===== src/design/dtc_pkg.sv =====
// package for the diagnostic test configuration register bank
package dtc_pkg;
   // ------------------------------------------------------------
   // register bus and offsets
   // ------------------------------------------------------------
   localparam int          ADDR_W          = 8;
   localparam int          DATA_W          = 16;
   localparam logic [7:0]  OFF_CELL_TST    = 8'h6c;   // cell_test_source_cfg
   localparam logic [7:0]  OFF_AUX_TST     = 8'h6d;   // aux_test_source_cfg
   localparam logic [7:0]  OFF_GEN_DIAG    = 8'h6e;   // general_diag_cfg
   localparam logic [15:0] RST_CELL_TST    = 16'h0000;
   localparam logic [15:0] RST_AUX_TST     = 16'h0000;
   localparam logic [15:0] RST_GEN_DIAG    = 16'h0000;
   localparam logic [15:0] MASK_CELL_TST   = 16'hffff;
   localparam logic [15:0] MASK_AUX_TST    = 16'h003f;
   localparam logic [15:0] MASK_GEN_DIAG   = 16'hf800;
   localparam logic [15:0] UNMAPPED_READ   = 16'h0000;
   // ------------------------------------------------------------
   // field positions
   // ------------------------------------------------------------
   localparam int          CELL_N          = 15;
   localparam int          OPEN_SEL_BIT    = 15;
   localparam int          AUX_N           = 4;
   localparam int          AMP_P_BIT       = 5;
   localparam int          AMP_N_BIT       = 4;
   localparam int          AUX_MODE_LSB    = 13;
   localparam int          AMP_MODE_LSB    = 11;
   // ------------------------------------------------------------
   // expected amplifier diagnostic results
   // ------------------------------------------------------------
   localparam logic [15:0] AMP_EXP_NONE    = 16'h0000;
   localparam logic [15:0] AMP_EXP_OFFSET  = 16'h2000;
   localparam logic [15:0] AMP_EXP_GAIN_LO = 16'h3800;
   localparam logic [15:0] AMP_EXP_GAIN_HI = 16'h3ffc;
   localparam logic [2:0]  SCAN_CMP_ONLY   = 3'b010;  // advised scan_configuration
   localparam logic        DIR_PULL_UP     = 1'b1;

   typedef enum logic [2:0] {
      DTC_AUX_NORMAL0   = 3'b000,
      DTC_AUX_NORMAL1   = 3'b001,
      DTC_AUX_DISCHARGE = 3'b010,
      DTC_AUX_THERMISTOR_BIAS_OUTPUT_GND  = 3'b011
   } dtc_aux_mode_t;

   typedef enum logic [1:0] {
      DTC_AMP_NORMAL  = 2'b00,
      DTC_AMP_OFFSET  = 2'b01,
      DTC_AMP_GAIN_LO = 2'b10,
      DTC_AMP_GAIN_HI = 2'b11
   } dtc_amp_mode_t;

   // scan phase, gray coded along idle -> scanning
   typedef enum logic [0:0] {
      DTC_SCAN_IDLE = 1'b0,
      DTC_SCAN_RUN  = 1'b1
   } dtc_scan_t;
endpackage : dtc_pkg


===== src/design/dtc_snap_if.sv =====
// interface carrying the scan snapshot from the register bank to the decoder
`timescale 1ns/1ps
interface dtc_snap_if;
   logic [15:0] cell_cfg;   // snapshot of cell_test_source_cfg
   logic [15:0] aux_cfg;    // snapshot of aux_test_source_cfg
   logic [15:0] gen_cfg;    // snapshot of general_diag_cfg
   logic [14:0] chan_en;    // cell_channel_enable
   logic [14:0] polarity;   // per-channel polarity
   logic [3:0]  gpio_en;    // general_io_pin_enable
   logic        ser_en;     // serial_master_enable
   logic [3:0]  aux_analog; // pin is an aux_analog_input
   modport src (output cell_cfg, aux_cfg, gen_cfg, chan_en, polarity, gpio_en, ser_en,
                aux_analog);
   modport dst (input cell_cfg, aux_cfg, gen_cfg, chan_en, polarity, gpio_en, ser_en,
                aux_analog);
endinterface : dtc_snap_if

===== src/design/dtc_decode.sv =====
// combinational decode of the scan snapshot into diagnostic controls
`timescale 1ns/1ps
module dtc_decode
   import dtc_pkg::*;
(
   dtc_snap_if.dst     snap,            // scan snapshot
   output logic [14:0] meas_sel,        // cells measured this scan
   output logic        open_mode,       // open-wire comparator checks
   output logic [14:0] cell_src_on,     // cell current sources
   output logic [3:0]  aux_src_on,      // aux current sources
   output logic [1:0]  amp_src_on,      // amplifier p,n sources
   output logic [3:0]  aux_discharge,   // accelerated discharge per pin
   output logic        thermistor_bias_output_gnd,        // thermistor bias to analog ground
   output logic [1:0]  amp_mode,        // amplifier diag mode
   output logic        amp_exclude,     // keep amp results out of filter/limits
   output logic [15:0] amp_expect       // expected amp result
);
   logic [2:0] aux_mode;

   // decode of all snapshot fields
   always_comb begin
      aux_mode    = snap.gen_cfg[AUX_MODE_LSB +: 3];
      amp_mode    = snap.gen_cfg[AMP_MODE_LSB +: 2];
      open_mode   = snap.cell_cfg[OPEN_SEL_BIT];
      // polarity only gates selection in open mode
      meas_sel    = open_mode ? (snap.chan_en & ~snap.polarity) : snap.chan_en;
      cell_src_on = snap.cell_cfg[CELL_N-1:0];
      // gpio and serial master pins ignore the enable, readback untouched
      aux_src_on  = snap.aux_cfg[AUX_N-1:0] & ~snap.gpio_en
                    & ~{2'b00, {2{snap.ser_en}}};
      amp_src_on  = {snap.aux_cfg[AMP_P_BIT], snap.aux_cfg[AMP_N_BIT]};
      aux_discharge = '0;
      thermistor_bias_output_gnd      = 1'b0;
      case (aux_mode)
         DTC_AUX_DISCHARGE: aux_discharge = snap.aux_analog;
         DTC_AUX_THERMISTOR_BIAS_OUTPUT_GND:  thermistor_bias_output_gnd      = |snap.aux_analog;
         default:           aux_discharge = '0;                          // normal, reserved
      endcase
      case (amp_mode)
         DTC_AMP_OFFSET:  amp_expect = AMP_EXP_OFFSET;
         DTC_AMP_GAIN_LO: amp_expect = AMP_EXP_GAIN_LO;
         DTC_AMP_GAIN_HI: amp_expect = AMP_EXP_GAIN_HI;
         default:         amp_expect = AMP_EXP_NONE;
      endcase
      amp_exclude = (amp_mode != DTC_AMP_NORMAL);
   end
endmodule : dtc_decode


===== src/design/dtc_regs.sv =====
// diagnostic test configuration register bank with scan-start snapshot
//
// What this block does
// normal mode measures enabled cells, standard thresholds
// open mode measures enabled, non-polarity cells only
// open mode: low-side comparator, open-wire threshold
// software enables pulldowns, comparator-only scan
// each cell enable bit drives its source
// aux bits 5,4 drive amplifier p,n sources
// amplifier sources are pull-up only
// gpio pins ignore aux enable, readback kept
// aux bits 3..0 drive aux input sources
// serial master ignores aux bits 1,0
// aux diag mode decode, upper codes reserved
// aux diag only on aux analog pins
// amplifier diag mode decode with expected values
// amp diag results skip filter and limits
// fields sampled at each scan start
//
// Design decision made here: the address-and-strobe port.
`timescale 1ns/1ps
module dtc_regs
   import dtc_pkg::*;
(
   input  wire logic                clk_in,           // 40 MHz clock
   input  wire logic                rst_b_in,         // sync reset, active low
   input  wire logic [ADDR_W-1:0]   addr_in,          // register address
   input  wire logic [DATA_W-1:0]   wdata_in,         // write data
   input  wire logic                wr_in,            // write strobe
   input  wire logic                rd_in,            // read strobe
   output logic      [DATA_W-1:0]   rdata_out,        // read data, cycle after rd
   input  wire logic                scan_start_in,    // pulse: a scan begins
   input  wire logic                scan_done_in,     // pulse: the scan ends
   input  wire logic [14:0]         chan_en_in,       // cell_channel_enable
   input  wire logic [14:0]         polarity_in,      // per-channel polarity
   input  wire logic [3:0]          gpio_en_in,       // general_io_pin_enable
   input  wire logic                ser_en_in,        // serial_master_enable
   input  wire logic [3:0]          aux_analog_in,    // pin configured as aux input
   input  wire logic [2:0]          scan_cfg_in,      // scan_configuration in use
   output logic                     scanning_out,     // a scan is running
   output logic [14:0]              meas_sel_out,     // cells measured
   output logic                     open_mode_out,    // open-wire diag active
   output logic                     cmp_low_only_out, // only low-side comparator
   output logic                     open_thr_out,     // use open_wire_threshold
   output logic                     adc_cells_out,    // adc cell sequence allowed
   output logic [14:0]              cell_src_out,     // cell current sources
   output logic [3:0]               aux_src_out,      // aux current sources
   output logic [1:0]               amp_src_out,      // amplifier p,n sources
   output logic                     amp_pullup_out,   // force pull-up on amp sources
   output logic [3:0]               aux_dis_out,      // accelerated discharge pins
   output logic                     thermistor_bias_output_gnd_out,     // thermistor bias to ground
   output logic [1:0]               amp_mode_out,     // amplifier diag mode
   output logic                     amp_exclude_out,  // skip amp filter and limits
   output logic [15:0]              amp_expect_out,   // expected amp result
   output logic                     open_advice_out   // open mode without advised setup
);
   // ------------------------------------------------------------
   // state
   // ------------------------------------------------------------
   typedef struct packed {
      logic [15:0] cell_cfg;
      logic [15:0] aux_cfg;
      logic [15:0] gen_cfg;
      logic [15:0] s_cell;
      logic [15:0] s_aux;
      logic [15:0] s_gen;
      logic [14:0] s_chan;
      logic [14:0] s_pol;
      logic [3:0]  s_gpio;
      logic        s_ser;
      logic [3:0]  s_ana;
      dtc_scan_t   phase;
      logic [15:0] rdata;
      logic [14:0] meas_sel;
      logic        open_mode;
      logic [14:0] cell_src;
      logic [3:0]  aux_src;
      logic [1:0]  amp_src;
      logic [3:0]  aux_dis;
      logic        thermistor_bias_output_gnd;
      logic [1:0]  amp_mode;
      logic        amp_exclude;
      logic [15:0] amp_expect;
      logic        advice;
   } dtc_state_t;

   dtc_state_t  st;
   dtc_state_t  next_st;

   dtc_snap_if  snap ();

   logic [14:0] d_meas;
   logic        d_open;
   logic [14:0] d_cell;
   logic [3:0]  d_aux;
   logic [1:0]  d_amp;
   logic [3:0]  d_dis;
   logic        d_thermistor_bias_output;
   logic [1:0]  d_mode;
   logic        d_excl;
   logic [15:0] d_exp;

   // ------------------------------------------------------------
   // snapshot feeds the decoder; settings change only between scans
   // ------------------------------------------------------------
   assign snap.cell_cfg   = st.s_cell;
   assign snap.aux_cfg    = st.s_aux;
   assign snap.gen_cfg    = st.s_gen;
   assign snap.chan_en    = st.s_chan;
   assign snap.polarity   = st.s_pol;
   assign snap.gpio_en    = st.s_gpio;
   assign snap.ser_en     = st.s_ser;
   assign snap.aux_analog = st.s_ana;

   dtc_decode u_decode (
      .snap          (snap),
      .meas_sel      (d_meas),
      .open_mode     (d_open),
      .cell_src_on   (d_cell),
      .aux_src_on    (d_aux),
      .amp_src_on    (d_amp),
      .aux_discharge (d_dis),
      .thermistor_bias_output_gnd      (d_thermistor_bias_output),
      .amp_mode      (d_mode),
      .amp_exclude   (d_excl),
      .amp_expect    (d_exp)
   );

   // readback of one register, reserved bits read zero
   function automatic logic [15:0] read_reg(input logic [7:0] a, input dtc_state_t s);
      case (a)
         OFF_CELL_TST: read_reg = s.cell_cfg & MASK_CELL_TST;
         OFF_AUX_TST:  read_reg = s.aux_cfg & MASK_AUX_TST;
         OFF_GEN_DIAG: read_reg = s.gen_cfg & MASK_GEN_DIAG;
         default:      read_reg = UNMAPPED_READ;
      endcase
   endfunction : read_reg

   // ------------------------------------------------------------
   // next state
   // ------------------------------------------------------------
   always_comb begin
      next_st = st;
      // bus writes; ignored enable bits still store so readback matches
      if (wr_in) begin
         case (addr_in)
            OFF_CELL_TST: next_st.cell_cfg = wdata_in & MASK_CELL_TST;
            OFF_AUX_TST:  next_st.aux_cfg  = wdata_in & MASK_AUX_TST;
            OFF_GEN_DIAG: next_st.gen_cfg  = wdata_in & MASK_GEN_DIAG;
            default:      next_st.rdata    = st.rdata;  // unmapped write dropped
         endcase
      end
      next_st.rdata = rd_in ? read_reg(addr_in, st) : UNMAPPED_READ;
      // snapshot taken on scan start, held through the scan
      case (st.phase)
         DTC_SCAN_IDLE: begin
            if (scan_start_in) begin
               next_st.phase  = DTC_SCAN_RUN;
               next_st.s_cell = st.cell_cfg;
               next_st.s_aux  = st.aux_cfg;
               next_st.s_gen  = st.gen_cfg;
               next_st.s_chan = chan_en_in;
               next_st.s_pol  = polarity_in;
               next_st.s_gpio = gpio_en_in;
               next_st.s_ser  = ser_en_in;
               next_st.s_ana  = aux_analog_in;
            end
         end
         DTC_SCAN_RUN: begin
            if (scan_done_in) begin
               next_st.phase = DTC_SCAN_IDLE;
            end
         end
         default: next_st.phase = DTC_SCAN_IDLE;
      endcase
      // registered copies of the decode so every decoded output is a flop
      next_st.meas_sel    = d_meas;
      next_st.open_mode   = d_open;
      next_st.cell_src    = d_cell;
      next_st.aux_src     = d_aux;
      next_st.amp_src     = d_amp;
      next_st.aux_dis     = d_dis;
      next_st.thermistor_bias_output_gnd    = d_thermistor_bias_output;
      next_st.amp_mode    = d_mode;
      next_st.amp_exclude = d_excl;
      next_st.amp_expect  = d_exp;
      // flag open mode run without pulldowns or comparator-only scan
      next_st.advice = d_open && ((d_cell & d_meas) != d_meas || scan_cfg_in != SCAN_CMP_ONLY);
   end

   // ------------------------------------------------------------
   // state register
   // ------------------------------------------------------------
   always_ff @(posedge clk_in) begin
      if (!rst_b_in) begin
         next_st_reset();
      end else begin
         st <= next_st;
      end
   end

   // reset value of every field
   task automatic next_st_reset();
      st          <= '0;
      st.cell_cfg <= RST_CELL_TST;
      st.aux_cfg  <= RST_AUX_TST;
      st.gen_cfg  <= RST_GEN_DIAG;
      st.phase    <= DTC_SCAN_IDLE;
   endtask : next_st_reset

   // ------------------------------------------------------------
   // outputs from flops, amp_pullup_out tied to DIR_PULL_UP
   // ------------------------------------------------------------
   assign rdata_out        = st.rdata;
   assign scanning_out     = (st.phase == DTC_SCAN_RUN);
   assign meas_sel_out     = st.meas_sel;
   assign open_mode_out    = st.open_mode;
   assign cmp_low_only_out = st.open_mode;
   assign open_thr_out     = st.open_mode;
   assign adc_cells_out    = ~st.open_mode;
   assign cell_src_out     = st.cell_src;
   assign aux_src_out      = st.aux_src;
   assign amp_src_out      = st.amp_src;
   assign amp_pullup_out   = DIR_PULL_UP;
   assign aux_dis_out      = st.aux_dis;
   assign thermistor_bias_output_gnd_out     = st.thermistor_bias_output_gnd;
   assign amp_mode_out     = st.amp_mode;
   assign amp_exclude_out  = st.amp_exclude;
   assign amp_expect_out   = st.amp_expect;
   assign open_advice_out  = st.advice;

   // ------------------------------------------------------------
   // assertions
   // ------------------------------------------------------------
   a_open_sel_mask: assert property (@(posedge clk_in) disable iff (!rst_b_in)
      st.s_cell[OPEN_SEL_BIT] |=> (meas_sel_out == ($past(st.s_chan) & ~$past(st.s_pol))))
      else $error("open mode selection wrong");
   a_normal_sel: assert property (@(posedge clk_in) disable iff (!rst_b_in)
      !st.s_cell[OPEN_SEL_BIT] |=> (meas_sel_out == $past(st.s_chan) && adc_cells_out))
      else $error("normal selection wrong");
   a_open_low_cmp: assert property (@(posedge clk_in) disable iff (!rst_b_in)
      open_mode_out |-> (cmp_low_only_out && open_thr_out && !adc_cells_out))
      else $error("open mode comparator setup wrong");
   a_cell_src_map: assert property (@(posedge clk_in) disable iff (!rst_b_in)
      1'b1 |=> (cell_src_out == $past(st.s_cell[14:0])))
      else $error("cell source mismatch");
   a_amp_src_map: assert property (@(posedge clk_in) disable iff (!rst_b_in)
      1'b1 |=> (amp_src_out == {$past(st.s_aux[5]), $past(st.s_aux[4])} && amp_pullup_out))
      else $error("amp source mismatch");
   a_gpio_ignore: assert property (@(posedge clk_in) disable iff (!rst_b_in)
      1'b1 |=> ((aux_src_out & $past(st.s_gpio)) == 4'h0))
      else $error("gpio pin source not ignored");
   a_ser_ignore: assert property (@(posedge clk_in) disable iff (!rst_b_in)
      st.s_ser |=> (aux_src_out[1:0] == 2'b00))
      else $error("serial master source not ignored");
   a_aux_src_map: assert property (@(posedge clk_in) disable iff (!rst_b_in)
      (!st.s_ser && st.s_gpio == 4'h0) |=> (aux_src_out == $past(st.s_aux[3:0])))
      else $error("aux source mismatch");
   a_aux_mode_dec: assert property (@(posedge clk_in) disable iff (!rst_b_in)
      (st.s_gen[15:14] != 2'b01) |=> (aux_dis_out == 4'h0 && !thermistor_bias_output_gnd_out))
      else $error("aux diag active in normal or reserved mode");
   a_aux_pins_only: assert property (@(posedge clk_in) disable iff (!rst_b_in)
      1'b1 |=> ((aux_dis_out & ~$past(st.s_ana)) == 4'h0))
      else $error("discharge on non aux pin");
   a_amp_expect: assert property (@(posedge clk_in) disable iff (!rst_b_in)
      (st.s_gen[12:11] == 2'b11) |=> (amp_expect_out == 16'h3ffc))
      else $error("gain high expectation wrong");
   a_amp_exclude: assert property (@(posedge clk_in) disable iff (!rst_b_in)
      1'b1 |=> (amp_exclude_out == ($past(st.s_gen[12:11]) != 2'b00)))
      else $error("amp exclusion wrong");
   a_scan_hold: assert property (@(posedge clk_in) disable iff (!rst_b_in)
      (scanning_out && !scan_done_in) |=> $stable(st.s_cell) && $stable(st.s_gen))
      else $error("snapshot changed mid scan");
   a_read_latency: assert property (@(posedge clk_in) disable iff (!rst_b_in)
      (rd_in && addr_in == OFF_AUX_TST && !wr_in) |=> (rdata_out == $past(st.aux_cfg)))
      else $error("aux readback wrong");
endmodule : dtc_regs


===== config.mk =====
export PLATFORM = sky130hd
export DESIGN_NAME = dtc_regs
export DESIGN_NICKNAME = d
export VERILOG_FILES = /design/src/design/dtc_pkg.sv /design/src/design/dtc_snap_if.sv /design/src/design/dtc_decode.sv /design/src/design/dtc_regs.sv
export SDC_FILE = /design/constraint.sdc
export NUM_CORES = 1
export LEC_CHECK = 0
export BUFFER_PORTS_ARGS = -buffer_cell sky130_fd_sc_hd__clkbuf_2
export CORE_MARGIN = 2
export CORE_UTILIZATION = 52
export DETAILED_ROUTE_END_ITERATION = 10
export PLACE_DENSITY = 0.83
export SYNTH_ARGS = -nofsm -noshare
export SYNTH_HDL_FRONTEND = slang
export SYNTH_SLANG_ARGS = --single-unit
export TNS_END_PERCENT = 5

===== constraint.sdc =====
create_clock -name clk_in -period 1.9 [get_ports clk_in]
set_input_delay 0.19 -clock clk_in [delete_from_list [all_inputs] [get_ports clk_in]]
set_output_delay 0.19 -clock clk_in [all_outputs]
set_load 0.05 [all_outputs]

==> results.sh <==
export IMPL_ir_drop_v=0.000533
export IMPL_rsz0062_at_grt="no"
export IMPL_start_kind="flop"
export IMPL_ys_seq_elements=159
export IMPL_grt_ovfl_total=0
export IMPL_postCtsHoldBufs=24
export IMPL_hpwl_um=9430
export IMPL_setup_ws_ns=0.148
export IMPL_synth_distinct_cells=38
export IMPL_wire_per_inst_um=15.1
export IMPL_yosys_warnings=0
export IMPL_vias=4798
export IMPL_path_cells="a21bo_2 > o22ai_1 > or4_1 > o31a_1"
export IMPL_cts_setup_buffers=0
export IMPL_fp_dieH_um=111
export IMPL_final_util_pct=63.6
export IMPL_ys_top_cells_by_area="dfxtp_1 53%, nand2_1 10%, buf_4 9.6%, a21oi_1 5.6%, and2_1 3.1%"
export IMPL_gp_congestion=0.827
export IMPL_period_needed_ns=1.75
export IMPL_rrSetupSlack_ns=0.15
export IMPL_final_common_cell="nand2_1"
export IMPL_fin_worst_skew_ns=0.00481
export IMPL_numCtsBuffers=17
export IMPL_gr_usage_all_layers_pct=23.0
export IMPL_clk_pin_slew_worst_paths_ns=0.06
export IMPL_worstSkewPairLatency_ns=0.42
export IMPL_final_cell_mix="167 x nand2_1, 159 x dfxtp_1, 149 x clkbuf_2, 67 x a21oi_1, 30 x and2_1"
export IMPL_slew_viol_final=0
export IMPL_placed_area_um2=6310
export IMPL_fmax_ghz=0.571
export IMPL_dieArea_um2=12400
export IMPL_chipWidth_um=111
export IMPL_avgViaCountPerCell=5.19
export IMPL_setup_tns_final_ns=0
export IMPL_status="completed"
export IMPL_drt_initial_drc_count=322
export IMPL_total_leakage_power_uw=0.00309
export IMPL_layout_drive_gt1_share_pct=27.2
export IMPL_hold_violations=0
export IMPL_worst_setup_path_type="flop to flop"
export IMPL_drtPass1Iterations=7
export IMPL_cts_tree="done"
export IMPL_grt_pass1_wl_um=22500
export IMPL_synth_cell_area_um2=6000
export IMPL_slew_headroom_pct=60.4
export IMPL_finalSetupViolCount=0
export IMPL_cp_max_fo=12
export IMPL_grt_antenna_before_repair=0
export IMPL_grt_max_degree=44
export IMPL_cp_slowest_stage_delay_ns=0.59
export IMPL_cts_sinks=159
export IMPL_h_tree_depth=4
export IMPL_ios=155
export IMPL_cts_root_buf="clkbuf_16"
export IMPL_min_path_type="primary input to flop"
export IMPL_fin_crit_sh_pct=92.2
export IMPL_fin_hold_ws_ns=0.00625
export IMPL_rows=39
export IMPL_slowest_stage="dfxtp_1"
export IMPL_n_antenna_cell=0
export IMPL_final_cell_area_um2=7190
export IMPL_post_place_ws_ns=0.199
export IMPL_cap_violations=0
export IMPL_syn_inst=677
export IMPL_drtAntennaViolNets=0
export IMPL_cts_resized=0
export IMPL_syn_to_final_growth_pct=19.9
export IMPL_coreArea_um2=11300
export IMPL_worst_slew_pin_slew_ns=0.590
export IMPL_port_buffers=149
export IMPL_critical_path_arrival_ns=2.07
export IMPL_synth_top_area_share_pct=53.0
export IMPL_grt_pass1_vias=4576
export IMPL_start_util_pct=53.0
export IMPL_endpoint_kind="flop"
export IMPL_cp_top_family="flip-flops"
export IMPL_final_nets=842
export IMPL_routed_wl_um=14000
export IMPL_path_buf_inv=0
export IMPL_cp_required_ns=2.22
export IMPL_p_per_area_nw_per_um2=1060
export IMPL_synth_top_area_cell="dfxtp_1"
export IMPL_drc=0
export IMPL_avgSynthCellArea_um2=8.87
export IMPL_yosysSeqAreaShare_pct=53.0
export IMPL_clk_path_buf_depth=2
stage by stage:
| stage | std cells | power, uW |
|---|---|---|
| after floorplan | 680 | 3790 |
| after global placement | 870 | 3930 |
| after detailed placement | 870 | 3940 |
| after CTS | 925 | 7610 |
| after global routing | 925 | 7830 |
| final | 925 | 7590 |
synthesized netlist by cell type (all sizes together):
cell	count
a21oi	67
nor4b	3
nor2b	2
or4b	1
o22ai	3
or4	1
conb	2
a21bo	7
o211ai	1
o2111ai	2
buf	91
nor4	2
clkbuf	25
mux2i	11
nor3b	1
a22oi	11
nand3	16
dfxtp	159
and2	30
nand2	167
nand2b	4
nor2	28
inv	3
or2	2
a2111o	1
nand4b	1
nor3	4
nand3b	7
o31a	1
and3	7
o41ai	1
o21ai	16
worst paths after layout:
path / from / endpoint / depth (start not counted)
max: snap.cell_cfg[15] / open_advice_out / 4
max reg2reg: snap.cell_cfg[15] / open_advice_out / 4
min reg2reg: snap.gpio_en[3] / aux_src_out[3] / 1
min: polarity_in[4] / snap.polarity[4] / 3
sequential cells by signal, summed over array words and instances, names as in the netlist, 2 cells and up:
register / count
amp_mode_out: 2
cell_src_out: 15
snap.gen_cfg: 5
snap.aux_cfg: 6
snap.aux_analog: 4
snap.gpio_en: 4
snap.chan_en: 15
aux_src_out: 4
amp_src_out: 2
amp_expect_out: 3
aux_dis_out: 4
rdata_out: 16
snap.polarity: 15
snap.cell_cfg: 16
st: 27
meas_sel_out: 15
area by class of cell:
type	count	area, um^2
clock buffers	19	433
clock inverters	12	208
fillers	927	4130
inverters	3	11.3
multi-input cells	402	2080
flip-flops and latches	159	3180
well taps	143	179
repair buffers	187	1100
worst register-to-register path: stages (launching register included):
cell and delay, ns:
dfxtp_1 0.59, a21bo_2 0.23, o22ai_1 0.07, or4_1 0.52
o31a_1 0.24
where the power goes:
group / internal (uW) / switching (uW)
clock network: 2340 / 1350
logic: 178 / 296
registers: 3400 / 38.0
total: 5910 / 1680
per-layer routing:
| metal | wire [um] | global-route usage, % | share of wire (%) | up-vias |
|---|---|---|---|---|
| met3 | 983 | 6.53 | 7.0 | 53 |
| met2 | 6820 | 37.4 | 49 | 189 |
| met1 | 5630 | 27.8 | 40 | 2241 |
| met5 | 0 | 0 | 0 | - |
| li1 | - | - | - | 2315 |
| met4 | 578 | 12.3 | 4.1 | 0 |
kinds of logic (layout without fill, tap and decap cells):
| kind of cell | Yosys count | after routing | synth area share (%) |
|---|---|---|---|
| flip-flops | 159 | 159 | 53.0 |
| multiplexers | 11 | 11 | 1.83 |
| other | 2 | 5 | 0.125 |
| AND/OR/NAND/NOR | 276 | 276 | 21.2 |
| AO/OA/AOI/OAI | 110 | 110 | 11.0 |
| buffers and inverters | 119 | 221 | 12.7 |
No activity file was read; power rests on OpenSTA's default activity.
